<file path="config.mk">
export PLATFORM = sky130hd
export DESIGN_NAME = rsm_mode_ctrl
export DESIGN_NICKNAME = d
export VERILOG_FILES = /design/src/design/rsm_pkg.sv /design/src/design/rsm_mode_ctrl.sv
export VERILOG_INCLUDE_DIRS = /design/src /design/src/design
export SDC_FILE = /design/constraint.sdc
export NUM_CORES = 1
export LEC_CHECK = 0
export ABC_CLOCK_PERIOD_IN_PS = 5600
export BUFFER_PORTS_ARGS = -buffer_cell sky130_fd_sc_hd__buf_2
export CORE_MARGIN = 2
export CORE_UTILIZATION = 58
export CTS_BUF_LIST = sky130_fd_sc_hd__clkbuf_16
export DETAILED_ROUTE_END_ITERATION = 8
export MAX_ROUTING_LAYER = met4
export PLACE_DENSITY_LB_ADDON = 0.1
export SLEW_MARGIN = 20
export SYNTH_ARGS = -nofsm -noshare
export SYNTH_HDL_FRONTEND = slang
export SYNTH_SLANG_ARGS = --single-unit
</file>
<file path="constraint.sdc">
create_clock -name i_core_clk -period 5.6 [get_ports i_core_clk]
set_input_delay 1.4 -clock i_core_clk [delete_from_list [all_inputs] [get_ports i_core_clk]]
set_output_delay 1.4 -clock i_core_clk [all_outputs]
set_load 0.02 [all_outputs]
</file>
<file path="src/design/rsm_params.svh">
/*
  Timing counts and reset values for the run/stop mode controller.
  Assumes a 200 MHz core clock; included by the mode controller module only.
*/
`ifndef RSM_PARAMS_SVH
`define RSM_PARAMS_SVH
// ============================================================
// Timing
`define RSM_CLK_MHZ 200
`define RSM_BG_LIMIT_MS 10
`define RSM_BG_LIMIT_CYC (`RSM_BG_LIMIT_MS * 1000 * `RSM_CLK_MHZ)
// ============================================================
// Reset values
`define RSM_LAST_SWEEPS_RST 8'h00
`define RSM_SWITCH_EN_RST 1'b1
`define RSM_PROTECT_EN_RST 1'b0
`endif

</file>
<file path="src/design/rsm_pkg.sv">
/*
  Types for the run/stop mode controller.
  Assumes nothing beyond a SystemVerilog compiler.
*/
package rsm_pkg;
  // Operating modes, Gray coded along run -> stop -> fault -> halt
  typedef enum logic [2:0] {
    RSM_RUN_OUT_EN  = 3'b000,
    RSM_RUN_OUT_DIS = 3'b001,
    RSM_STOP_IO_EN  = 3'b011,
    RSM_STOP_IO_DIS = 3'b010,
    RSM_STOP_FAULT  = 3'b110,
    RSM_STOP_HALT   = 3'b111
  } rsm_mode_e;
  // Mode switch positions
  typedef enum logic [1:0] {
    RSM_SW_RUN_IO  = 2'b00,
    RSM_SW_RUN_OUT = 2'b01,
    RSM_SW_STOP    = 2'b11
  } rsm_sw_e;
  // Flash copy engine state
  typedef enum logic [1:0] {
    RSM_FL_IDLE  = 2'b00,
    RSM_FL_WRITE = 2'b01,
    RSM_FL_READ  = 2'b11
  } rsm_fl_e;
endpackage

</file>
<file path="src/design/rsm_mode_ctrl.sv">
/*
  Run/stop operating mode controller: mode selection, last sweeps, halt and
  fault stop, switch protection, stop-to-run init, power-up restore and flash
  copy abort handling.
  Assumes sweep engine, fault table and flash mover are outside; they are
  driven by the one-cycle strobes of this module and report back by pulses.
*/
`timescale 1ns/1ps
`default_nettype none
`include "rsm_params.svh"

module rsm_mode_ctrl
  import rsm_pkg::*;
#(
  parameter int BG_LIMIT_CYC = `RSM_BG_LIMIT_CYC
) (
  // Clock and reset
  input wire logic i_core_clk,
  input wire logic i_rstn,
  // Mode switch pins (asynchronous)
  input wire logic [1:0] i_switch_pos,
  // Configuration
  input wire logic i_switch_en,
  input wire logic i_protect_en,
  input wire logic i_stop_io_scan_cfg,
  input wire logic i_redundant,
  input wire logic [7:0] i_last_sweeps,
  input wire logic [1:0] i_logic_src,
  input wire logic [1:0] i_ref_src,
  // Mode requests from tool, logic blocks, C calls
  input wire logic i_req_valid,
  input wire logic [2:0] i_req_mode,
  input wire logic i_req_privileged,
  input wire logic i_stop_after_sweeps_request,
  input wire logic [7:0] i_stop_after_count,
  // Sweep and faults
  input wire logic i_sweep_done,
  input wire logic i_fault_event,
  input wire logic i_fault_fatal,
  input wire logic i_fault_table_clear,
  input wire logic i_wdog_expired,
  input wire logic i_ecc_error,
  // Power-up and flash
  input wire logic i_powerup,
  input wire logic i_backup_present,
  input wire logic i_user_mem_ok,
  input wire logic i_flash_write_start,
  input wire logic i_flash_read_start,
  input wire logic i_flash_done,
  input wire logic i_flash_abort,
  input wire logic i_init_done,
  // Status
  output logic [2:0] o_mode,
  output logic o_exec_logic,
  output logic o_scan_inputs,
  output logic o_drive_outputs,
  output logic o_outputs_default,
  output logic o_comms_to_completion,
  output logic o_bg_limit_active,
  output logic o_client_comms_en,
  output logic o_server_frozen,
  output logic o_backplane_en,
  output logic o_mem_write_protect,
  output logic [1:0] o_switch_pos,
  output logic [2:0] o_switch_cfg_mode,
  output logic o_diag_flag,
  output logic o_fault_log,
  output logic o_init_pulse,
  output logic o_restore_logic,
  output logic o_restore_ref,
  output logic o_restore_oem_pw,
  output logic o_flash_write_all,
  output logic o_flash_erase,
  output logic o_user_mem_clear,
  output logic o_bg_expired
);

  // ============================================================
  // State
  localparam logic [1:0] SRC_FLASH_ALWAYS = 2'h2;
  localparam logic [1:0] SRC_FLASH_COND = 2'h1;
  localparam int BGW = $clog2(BG_LIMIT_CYC + 1);

  typedef struct packed {
    logic [1:0] sw_m;
    logic [1:0] sw;
    logic [1:0] sw_old;
    rsm_mode_e mode;
    rsm_mode_e target;
    logic stopping;
    logic [7:0] last_cnt;
    logic backplane;
    logic halt_hold;
    logic init_pending;
    rsm_fl_e fl;
    logic [BGW-1:0] bg_cnt;
    logic bg_expired;
    logic diag;
    logic log_p;
    logic init_p;
    logic rl;
    logic rr;
    logic roem;
    logic fw;
    logic fe;
    logic umc;
  } rsm_state_s;

  rsm_state_s s_q;
  rsm_state_s s_d;
  logic run_mode;
  logic stop_mode;
  logic sw_blocks_run;
  rsm_mode_e stop_target;

  // Decoded mode classes
  always_comb begin
    run_mode = (s_q.mode == RSM_RUN_OUT_EN) || (s_q.mode == RSM_RUN_OUT_DIS);
    stop_mode = (s_q.mode == RSM_STOP_IO_EN) || (s_q.mode == RSM_STOP_IO_DIS);
    sw_blocks_run = i_switch_en && (s_q.sw == RSM_SW_STOP);
    // Redundant parts never scan in stop, whatever the configuration
    stop_target = (i_stop_io_scan_cfg && !i_redundant) ? RSM_STOP_IO_EN : RSM_STOP_IO_DIS;
  end

  // ============================================================
  // Next state
  always_comb begin
    s_d = s_q;
    s_d.sw_m = i_switch_pos;
    s_d.sw = s_q.sw_m;
    s_d.sw_old = s_q.sw;
    s_d.log_p = 1'b0;
    s_d.init_p = 1'b0;
    s_d.rl = 1'b0;
    s_d.rr = 1'b0;
    s_d.roem = 1'b0;
    s_d.fw = 1'b0;
    s_d.fe = 1'b0;
    s_d.umc = 1'b0;
    // Fault actions: both kinds flag and log; fatal stops via last sweeps from run, at once from stop
    if (i_fault_event) begin
      s_d.diag = 1'b1;
      s_d.log_p = 1'b1;
      if (i_fault_fatal && run_mode && !s_q.halt_hold) begin
        s_d.stopping = 1'b1;
        s_d.target = RSM_STOP_FAULT;
        s_d.last_cnt = i_last_sweeps;
      end else if (i_fault_fatal && stop_mode) begin
        s_d.mode = RSM_STOP_FAULT;
      end
    end
    // Mode requests; privilege and switch gate them
    if (i_req_valid && i_req_privileged && !s_q.halt_hold && s_q.mode != RSM_STOP_FAULT) begin
      if (i_req_mode == RSM_RUN_OUT_EN || i_req_mode == RSM_RUN_OUT_DIS) begin
        if (!sw_blocks_run && stop_mode) begin
          s_d.mode = rsm_mode_e'(i_req_mode);
          s_d.init_pending = 1'b1;
          s_d.init_p = 1'b1;
        end else if (run_mode) begin
          s_d.mode = rsm_mode_e'(i_req_mode);
        end
      end else if (i_req_mode == RSM_STOP_IO_EN || i_req_mode == RSM_STOP_IO_DIS) begin
        if (run_mode) begin
          s_d.stopping = 1'b1;
          s_d.target = (i_redundant) ? RSM_STOP_IO_DIS : rsm_mode_e'(i_req_mode);
          s_d.last_cnt = i_last_sweeps;
        end else if (stop_mode) begin
          s_d.mode = (i_redundant) ? RSM_STOP_IO_DIS : rsm_mode_e'(i_req_mode);
        end
      end
    end
    // Switch into stop position forces a stop
    if (sw_blocks_run && run_mode && !s_q.stopping) begin
      s_d.stopping = 1'b1;
      s_d.target = stop_target;
      s_d.last_cnt = i_last_sweeps;
    end
    // Switch in a run position selects the output state while running
    if (i_switch_en && run_mode && !s_q.stopping && !i_req_valid) begin
      if (s_q.sw == RSM_SW_RUN_IO) s_d.mode = RSM_RUN_OUT_EN;
      if (s_q.sw == RSM_SW_RUN_OUT) s_d.mode = RSM_RUN_OUT_DIS;
    end
    // Moving the switch into a different run position starts the program; a level would fight tool stops
    if (i_switch_en && stop_mode && s_q.sw != s_q.sw_old && s_q.sw != RSM_SW_STOP) begin
      s_d.mode = (s_q.sw == RSM_SW_RUN_IO) ? RSM_RUN_OUT_EN : RSM_RUN_OUT_DIS;
      s_d.init_pending = 1'b1;
      s_d.init_p = 1'b1;
    end
    // Stop after a number of sweeps, requested by the program
    if (i_stop_after_sweeps_request && run_mode) begin
      s_d.stopping = 1'b1;
      s_d.target = RSM_STOP_IO_DIS; // All I/O to defaults
      s_d.last_cnt = i_stop_after_count;
      s_d.log_p = 1'b1;
    end
    // Count down final sweeps; zero stops at the next sweep end
    if (s_q.stopping && i_sweep_done) begin
      if (s_q.last_cnt == 8'h00) begin
        s_d.stopping = 1'b0;
        s_d.mode = s_q.target;
      end else begin
        s_d.last_cnt = s_q.last_cnt - 8'h01;
      end
    end
    // Init steps complete
    if (i_init_done) s_d.init_pending = 1'b0;
    // Clearing the table recovers from fault stop
    if (i_fault_table_clear) begin
      s_d.diag = i_fault_event; // set wins over clear
      if (s_q.mode == RSM_STOP_FAULT) s_d.mode = RSM_STOP_IO_DIS;
    end
    // Background window cap in stop
    if (stop_mode && !i_sweep_done) begin
      if (s_q.bg_cnt != BGW'(BG_LIMIT_CYC)) s_d.bg_cnt = s_q.bg_cnt + BGW'(1);
      s_d.bg_expired = (s_q.bg_cnt == BGW'(BG_LIMIT_CYC - 1)) || s_q.bg_expired;
    end else begin
      s_d.bg_cnt = '0;
      s_d.bg_expired = 1'b0;
    end
    // Flash copy engine; aborts leave no half image behind
    unique case (s_q.fl)
      RSM_FL_IDLE: begin
        if (i_flash_write_start) begin
          s_d.fl = RSM_FL_WRITE;
          s_d.fw = 1'b1;
        end else if (i_flash_read_start) begin
          s_d.fl = RSM_FL_READ;
        end
      end
      RSM_FL_WRITE: begin
        if (i_flash_abort || i_powerup) begin
          s_d.fe = 1'b1;
          s_d.fl = RSM_FL_IDLE;
        end else if (i_flash_done) s_d.fl = RSM_FL_IDLE;
      end
      RSM_FL_READ: begin
        if (i_flash_abort || i_powerup) begin
          s_d.umc = 1'b1;
          s_d.fl = RSM_FL_IDLE;
        end else if (i_flash_done) s_d.fl = RSM_FL_IDLE;
      end
      default: begin
        s_d.fl = RSM_FL_IDLE;
      end
    endcase
    // Power-up: restore selection and halt exit
    if (i_powerup) begin
      s_d.rl = (i_logic_src == SRC_FLASH_ALWAYS) || (i_logic_src == SRC_FLASH_COND && !i_user_mem_ok);
      s_d.rr = (i_ref_src == SRC_FLASH_ALWAYS) || (i_ref_src == SRC_FLASH_COND && !i_user_mem_ok);
      s_d.roem = s_d.rl || s_d.rr;
      s_d.backplane = 1'b1;
      if (!i_backup_present) begin
        s_d.halt_hold = 1'b0;
        s_d.mode = RSM_STOP_IO_DIS;
        s_d.stopping = 1'b0;
      end
    end
    // Internal faults win over everything
    if (i_wdog_expired || i_ecc_error) begin
      s_d.mode = RSM_STOP_HALT;
      s_d.halt_hold = 1'b1;
      s_d.stopping = 1'b0;
      s_d.backplane = !i_ecc_error;
      s_d.log_p = 1'b1;
    end
  end

  // State register
  always_ff @(posedge i_core_clk or negedge i_rstn) begin
    if (!i_rstn) begin
      s_q <= '{sw_m: 2'b11, sw: 2'b11, sw_old: 2'b11, mode: RSM_STOP_IO_DIS, target: RSM_STOP_IO_DIS,
               last_cnt: `RSM_LAST_SWEEPS_RST, backplane: 1'b1, fl: RSM_FL_IDLE, default: '0};
    end else begin
      s_q <= s_d;
    end
  end

  // ============================================================
  // Outputs, all registered; the mode decode is taken from the next state, not the state register
  logic prot_q;
  logic [7:0] out_q;
  always_ff @(posedge i_core_clk or negedge i_rstn) begin
    if (!i_rstn) begin
      prot_q <= 1'b0;
      out_q <= 8'h1d; // Decode of stop with I/O disabled, backplane up
    end else begin
      // Protection only bites in run positions
      prot_q <= i_protect_en && i_switch_en && (s_q.sw != RSM_SW_STOP);
      out_q <= {s_d.mode == RSM_RUN_OUT_EN || s_d.mode == RSM_RUN_OUT_DIS,
                s_d.mode == RSM_RUN_OUT_EN || s_d.mode == RSM_RUN_OUT_DIS || s_d.mode == RSM_STOP_IO_EN,
                s_d.mode == RSM_RUN_OUT_EN || s_d.mode == RSM_STOP_IO_EN,
                s_d.mode != RSM_RUN_OUT_EN && s_d.mode != RSM_STOP_IO_EN,
                s_d.mode == RSM_STOP_IO_EN || s_d.mode == RSM_STOP_IO_DIS,
                s_d.mode != RSM_STOP_FAULT && s_d.mode != RSM_STOP_HALT,
                s_d.mode == RSM_STOP_FAULT,
                s_d.backplane};
    end
  end

  assign o_mode = s_q.mode;
  assign o_exec_logic = out_q[7];
  assign o_scan_inputs = out_q[6];
  assign o_drive_outputs = out_q[5];
  assign o_outputs_default = out_q[4];
  assign o_comms_to_completion = out_q[3];
  assign o_bg_limit_active = out_q[3];
  assign o_client_comms_en = out_q[2];
  assign o_server_frozen = out_q[1];
  assign o_backplane_en = out_q[0];
  assign o_mem_write_protect = prot_q;
  assign o_switch_pos = s_q.sw;
  assign o_switch_cfg_mode = {1'b0, s_q.sw}; // Configured mode mirrors position
  assign o_diag_flag = s_q.diag;
  assign o_fault_log = s_q.log_p;
  assign o_init_pulse = s_q.init_p;
  assign o_restore_logic = s_q.rl;
  assign o_restore_ref = s_q.rr;
  assign o_restore_oem_pw = s_q.roem;
  assign o_flash_write_all = s_q.fw;
  assign o_flash_erase = s_q.fe;
  assign o_user_mem_clear = s_q.umc;
  assign o_bg_expired = s_q.bg_expired;

  // ============================================================
  // Checks
  a_halt_entry: assert property (@(posedge i_core_clk) disable iff (!i_rstn)
    (i_wdog_expired || i_ecc_error) |=> (o_mode == RSM_STOP_HALT)) else $error("halt not entered");
  a_ecc_backplane: assert property (@(posedge i_core_clk) disable iff (!i_rstn)
    i_ecc_error |=> ##1 !o_backplane_en) else $error("backplane alive after ecc");
  a_clear_recover: assert property (@(posedge i_core_clk) disable iff (!i_rstn)
    (i_fault_table_clear && o_mode == RSM_STOP_FAULT && !i_wdog_expired && !i_ecc_error && !i_powerup)
    |=> o_mode == RSM_STOP_IO_DIS) else $error("fault clear did not recover");
  a_redund_scan: assert property (@(posedge i_core_clk) disable iff (!i_rstn)
    i_redundant |-> o_mode != RSM_STOP_IO_EN || !$past(i_redundant)) else $error("redundant stop scans");
  a_fault_log: assert property (@(posedge i_core_clk) disable iff (!i_rstn)
    i_fault_event |=> o_diag_flag && o_fault_log) else $error("fault not logged");
  a_oem_restore: assert property (@(posedge i_core_clk) disable iff (!i_rstn)
    (o_restore_logic || o_restore_ref) |-> o_restore_oem_pw) else $error("oem not restored");
  a_write_abort: assert property (@(posedge i_core_clk) disable iff (!i_rstn)
    (s_q.fl == RSM_FL_WRITE && i_flash_abort) |=> o_flash_erase) else $error("no erase on abort");
  a_stop_outputs: assert property (@(posedge i_core_clk) disable iff (!i_rstn)
    (o_mode == RSM_STOP_IO_DIS) |-> ##1 ($past(s_d.mode) != RSM_STOP_IO_DIS || !o_scan_inputs))
    else $error("scan in stop disabled");
  a_run_outputs: assert property (@(posedge i_core_clk) disable iff (!i_rstn)
    (o_mode == RSM_RUN_OUT_DIS && !o_exec_logic) |-> $past(s_d.mode) != RSM_RUN_OUT_DIS)
    else $error("run without logic");

endmodule
`default_nettype wire

</file>
Word-level counts from Yosys, hierarchy flattened

Index checks and enable logic that the tools add are counted.

Register bits: 65
Bits in latches: 0
Memory bits (writable): 0
ROM bits: 0
Bits of input ports: 48
Memories: 0

Add/subtract/negate cells: 2
Multiply operators: 0
Div/mod/pow operators: 0
Order comparisons: 0
Equal/unequal tests: 31
Shifts and indexed selects: 0
Mux-type cells: 59
Bitwise logic cells: 0
Reduce and logical (&&, ||, !) cells: 60

Operators by type and width:

| cell                                                                | count |
|---|---|
| 12-bit 2-to-1 mux                                                   | 5 |
| 3-bit 2-to-1 mux                                                    | 20 |
| 15-bit 2-to-1 mux                                                   | 3 |
| 1-bit logical AND                                                   | 26 |
| 22-bit 2-to-1 mux                                                   | 1 |
| 21-bit by 1-bit adder with 21-bit output (second input constant)    | 1 |
| 21-bit == test (second input constant)                              | 1 |
| 21-bit 2-to-1 mux                                                   | 1 |
| 21-bit inequality test (second input constant)                      | 1 |
| 1-bit 2-to-1 mux                                                    | 19 |
| 3-bit by 2-bit == test with 1-bit output (second input constant)    | 6 |
| 1-bit logical OR                                                    | 14 |
| 2-bit 2-to-1 mux                                                    | 7 |
| 3-bit inequality test (second input constant)                       | 4 |
| 3-bit by 1-bit == test with 1-bit output (second input constant)    | 3 |
| 3-bit zero test                                                     | 3 |
| 9-bit 2-to-1 mux                                                    | 1 |
| 2-bit by 1-bit == test with 1-bit output (second input constant)    | 4 |
| 2-bit == test (second input constant)                               | 4 |
| 1-bit zero test                                                     | 8 |
| 8-bit zero test                                                     | 1 |
| 8-bit 2-to-1 mux                                                    | 1 |
| 8-bit by 1-bit subtractor with 8-bit output (second input constant) | 1 |
| 3-bit == test (second input constant)                               | 2 |
| 11 further kinds                                                    | 15 |

Depth between registers and ports, before layout

Word-level depth: 25
Gate-level depth with buffers: 9
Gate-level depth less buffers: 8

Worst setup path before layout

Ideal clock, no wire load.

Path type: in2reg
Start: input port i_req_valid
End: register out_q[5]
Setup time: 0.125 ns
Data arrival time: 2.767 ns
Required time: 5.475 ns
Path slack: 2.708 ns
Stages: 5
Buffers on the path: 0
Cell sequence: or3_1 > or4b_1 > nand4_1 > o21a_1 > mux2_4

Cells in the longest elaborated chain, start to end: 17
Elaborated cells on any way between the ends: 20
Those cells by class: eq/ne (1); mux (12); reduce/logical (7)

RTL lines:

| what                                                                               | line                 | RTL |
|---|---|---|
| start: declaration                                                                 | rsm_mode_ctrl.sv:31  | `input wire logic i_req_valid,` |
| 1-bit logical AND (3 in series)                                                    | rsm_mode_ctrl.sv:153 | `if (i_req_valid && i_req_privileged && !s_q.halt_hold && s_q.mode != RSM_STOP_FAULT) begin` |
| 15-bit 2-to-1 mux                                                                  | rsm_mode_ctrl.sv:153 |  |
| 3-bit 2-to-1 mux                                                                   | rsm_mode_ctrl.sv:180 | `if (s_q.sw == RSM_SW_RUN_IO) s_d.mode = RSM_RUN_OUT_EN;` |
| 3-bit 2-to-1 mux                                                                   | rsm_mode_ctrl.sv:181 | `if (s_q.sw == RSM_SW_RUN_OUT) s_d.mode = RSM_RUN_OUT_DIS;` |
| 3-bit 2-to-1 mux *                                                                 | rsm_mode_ctrl.sv:179 | `if (i_switch_en && run_mode && !s_q.stopping && !i_req_valid) begin` |
| 3-bit 2-to-1 mux *                                                                 | rsm_mode_ctrl.sv:184 | `if (i_switch_en && stop_mode && s_q.sw != s_q.sw_old && s_q.sw != RSM_SW_STOP) begin` |
| 3-bit 2-to-1 mux                                                                   | rsm_mode_ctrl.sv:198 | `if (s_q.last_cnt == 8'h00) begin` |
| 3-bit 2-to-1 mux *                                                                 | rsm_mode_ctrl.sv:197 | `if (s_q.stopping && i_sweep_done) begin` |
| 3-bit 2-to-1 mux                                                                   | rsm_mode_ctrl.sv:210 | `if (s_q.mode == RSM_STOP_FAULT) s_d.mode = RSM_STOP_IO_DIS;` |
| 3-bit 2-to-1 mux *                                                                 | rsm_mode_ctrl.sv:208 | `if (i_fault_table_clear) begin` |
| 3-bit 2-to-1 mux                                                                   | rsm_mode_ctrl.sv:252 | `if (!i_backup_present) begin` |
| 3-bit 2-to-1 mux *                                                                 | rsm_mode_ctrl.sv:247 | `if (i_powerup) begin` |
| 3-bit 2-to-1 mux *                                                                 | rsm_mode_ctrl.sv:259 | `if (i_wdog_expired \|\| i_ecc_error) begin` |
| 3-bit by 2-bit == test with 1-bit output / 3-bit zero test (equally long branches) | rsm_mode_ctrl.sv:291 | `s_d.mode == RSM_RUN_OUT_EN \|\| s_d.mode == RSM_STOP_IO_EN,` |
| 1-bit logical OR *                                                                 | rsm_mode_ctrl.sv:291 |  |
| end signal: assignment                                                             | rsm_mode_ctrl.sv:289 | `out_q <= {s_d.mode == RSM_RUN_OUT_EN \|\| s_d.mode == RSM_RUN_OUT_DIS,` |
| end: declaration                                                                   | rsm_mode_ctrl.sv:281 | `logic [7:0] out_q;` |

Every way passes the cells marked *; elsewhere a longest branch is shown, timed or not.
A chain may end at the register's enable or synchronous reset.

==> results_dict.tcl <==
set metrics [dict create \
    grt_max_degree 65 \
    cp.depth 7 \
    netlist_area_um2 3358 \
    yosysWarnings 0 \
    ant_nets 0 \
    min_path_type "reg2reg" \
    hold_depth 0 \
    syn-num-nets 384 \
    dieHeight_um 80.09 \
    clk_pin_slew_ns 0.05 \
    die-area_um2 6414 \
    setup_viol 0 \
    yosysUniqueCellTypes 64 \
    ys_seq_area_share_pct 48.14 \
    crit_path_end "s_q[40]" \
    gp_congestion 0.8639 \
    finalCriticalPeriod_ns 3.120 \
    grt_overflow 0 \
    cts_buffer_depth 2 \
    fillCellCount 432 \
    wl_mm 7.063 \
    outcome "completed" \
    initial_core_util_pct 60.61 \
    worst_pin_slew_ns 0.8423 \
    first_global_vias 2648 \
    power_mw 1.136 \
    antennaDiodeCount 0 \
    coreArea_um2 5540 \
    min_from "s_d[54]" \
    r2r-start "s_q[34]" \
    r2r-end "s_q[40]" \
    synth-async-reset-ratio_pct 100.0 \
    period_share_pct 55.72 \
    reg2reg_slack_ns 3.24 \
    fin_setup_tns_ns 0 \
    synth_area_per_cell_um2 10.08 \
    area_growth_pct 18.74 \
    numPortBuffers 73 \
    dominantRegCellSynth "dfrtp_1" \
    crit_path_end_kind "flop" \
    fin_nets 451 \
    first_iter_violations 110 \
    multi_input_area_um2 1582 \
    hold_viol 0 \
    max_clock_freq_mhz 320.5 \
    cts-root-buf "clkbuf_16" \
    ys_ff_latch 64 \
    antenna_found_initial 0 \
    dp_slack_ns 2.204 \
    dp.final_hpwl_mm 4.998 \
    post_drt_wl_per_cell_um 14.81 \
    vdd_drop_max_uv 195.2 \
    required_ns 5.80 \
    cts-hold-fix-buffers 0 \
    cap_violations 0 \
    pin_count 76 \
    cts_resized 0 \
    final-seq-area_um2 1617 \
    post-cts-setup-buffers 0 \
    startpoint_type "primary input" \
    slew_headroom_pct 43.85 \
    path_class "in2reg" \
    drive_gt1_share_pct 28.89 \
    p_leak_nw 1.826 \
    crit_chain "buf_2 > nor4bb_1 > o2bb2ai_1 > a21o_1 > mux2_2 > nor2_1 > o22ai_1" \
    netlist_instances 333 \
    cpMaxStageDelayCell "nor4bb_1" \
    grtUsageTotal_pct 25.33 \
    setup_ws_ns 2.480 \
    cp_num_buf_inv 1 \
    cts_tree "yes" \
    crit_start "i_req_valid" \
    grt_pass1_wl_mm 12.05 \
    firstDrtPassIters 4 \
    vias 2674 \
    clock_latency_ns 0.32 \
    rows 27 \
    cpLargestDelayFamily "simple AND/OR/NAND/NOR gates" \
    synth_edf_count 0 \
    vias_per_cell 5.606 \
    cp_data_arrival_time_ns 3.32 \
    cts_num_sinks 64 \
    h-tree-depth 3 \
    numCtsBuffers 9 \
    powerDensity_nw_per_um2 284.8 \
    reg2reg_depth 6 \
    die_w_um 80.09 \
    cp_max_fo 10 \
    skew_ns 0.007988 \
    max_stage_delay_ns 0.63 \
    drc 0 \
    rsz0062_at_grt "no" \
    maxSlewViolCount 0 \
]
==> through the flow <==
step | hold WS [ns] | utilization (%) | instances | area [um^2]
2_1_floorplan | 0.3452 | - | 333 | 3358
3_3_place_gp | 0.3463 | 66.96 | 461 | 3710
3_5_place_dp | 0.3479 | 66.96 | 461 | 3710
4_1_cts | 0.3561 | 71.97 | 477 | 3988
5_1_grt | 0.3568 | 71.97 | 477 | 3988
6_report | 0.3541 | 71.97 | 477 | 3988
==> layout make-up <==
class / instances / share of cell area (%)
clock buffer: 9 / 5.648
tap: 72 / 2.259
multi-input combinational: 238 / 39.66
sequential: 64 / 40.54
clock inverter: 7 / 1.318
inverter: 13 / 1.224
timing repair buffer: 74 / 9.351
==> state kept, by name, indices dropped and copies added (netlist names) <==
register,count
s_q,38
out_q,8
o_mode,3
o_switch_pos,2
s_d,2
o_bg_expired,1
o_diag_flag,1
o_fault_log,1
o_flash_erase,1
o_flash_write_all,1
o_init_pulse,1
o_mem_write_protect,1
o_restore_logic,1
o_restore_oem_pw,1
o_restore_ref,1
o_user_mem_clear,1
==> worst min-delay path by stage <==
stage / to / slack [ns]
after global routing: o_switch_pos[1] / 0.36
after floorplan: o_switch_pos[0] / 0.35
final: o_switch_pos[1] / 0.35
after global placement: o_switch_pos[1] / 0.35
after detailed placement: o_switch_pos[0] / 0.35
after CTS: o_switch_pos[1] / 0.36
==> synthesized netlist by cell type, types with 5 or more instances <==
cell      count  area, um^2
clkbuf_1      5       18.77
o21ai_0      15       75.07
o22ai_1       6       37.54
xnor2_1      11       96.34
dfrtp_1      52        1301
nor2_1       44       165.2
and3_1        5       31.28
nand2_1      21       78.83
nor2b_1       5       31.28
dfstp_2      12       315.3
xor2_1       15       131.4
buf_4        11       82.58
mux2i_1       7       70.07
nand2b_1      6       37.54
mux2_2        5       56.30
inv_1        13       48.80
a21oi_1       9       45.04
nand3_1      13       65.06
nor3_1        7       35.03
==> layer usage <==
metal	vias up	track usage, %	routed length (um)
li1	1295	-	-
met4	0	11.02	148
met1	1288	31.46	3264
met3	14	4.944	331
met5	-	-	0
met2	77	40.58	3318
==> cells by family (layout without fill, tap and decap cells) <==
logic type      after synthesis  count (layout)  share of synthesized area, %
buf+inv                      31             103                         4.769
xor+xnor                     26              26                         6.781
flops                        64              64                         48.14
fa+ha+maj                     3               3                         1.118
compound gates               53              53                         10.62
other cells                   1               1                        0.1117
simple gates                142             142                         24.26
mux                          13              13                         4.210
==> power breakdown <==
part	total, mW	internal (mW)	switching (mW)	leakage [nW]
clock network	0.517	0.334	0.183	0.153
registers	0.501	0.485	0.0161	0.812
logic	0.118	0.0498	0.0678	0.861
==> layout by cell type, fill, tap and decap left out, types with 2 or more instances in the layout <==
cell        n
a21o_1      3
o211ai_1    2
nand3_1    13
mux2i_1     7
inv_1      18
and3_1      5
a21oi_1     9
nor2_1     44
xnor2_1    11
nand3b_1    4
or3_1       3
nand2b_1    6
dfrtp_1    52
or4b_1      2
and2_1      2
o22ai_1     6
clkbuf_16   9
nand4_1     4
or2_2       2
nand2_1    21
nor2b_1     5
dfstp_2    12
nor4b_1     2
o21a_1      4
nor4_1      3
nor3_1      7
xor2_1     15
ha_1        3
nor4bb_1    2
o21ai_0    15
nor3b_1     3
buf_2      73
mux2_2      5
No activity file was read; power rests on OpenSTA's default activity.
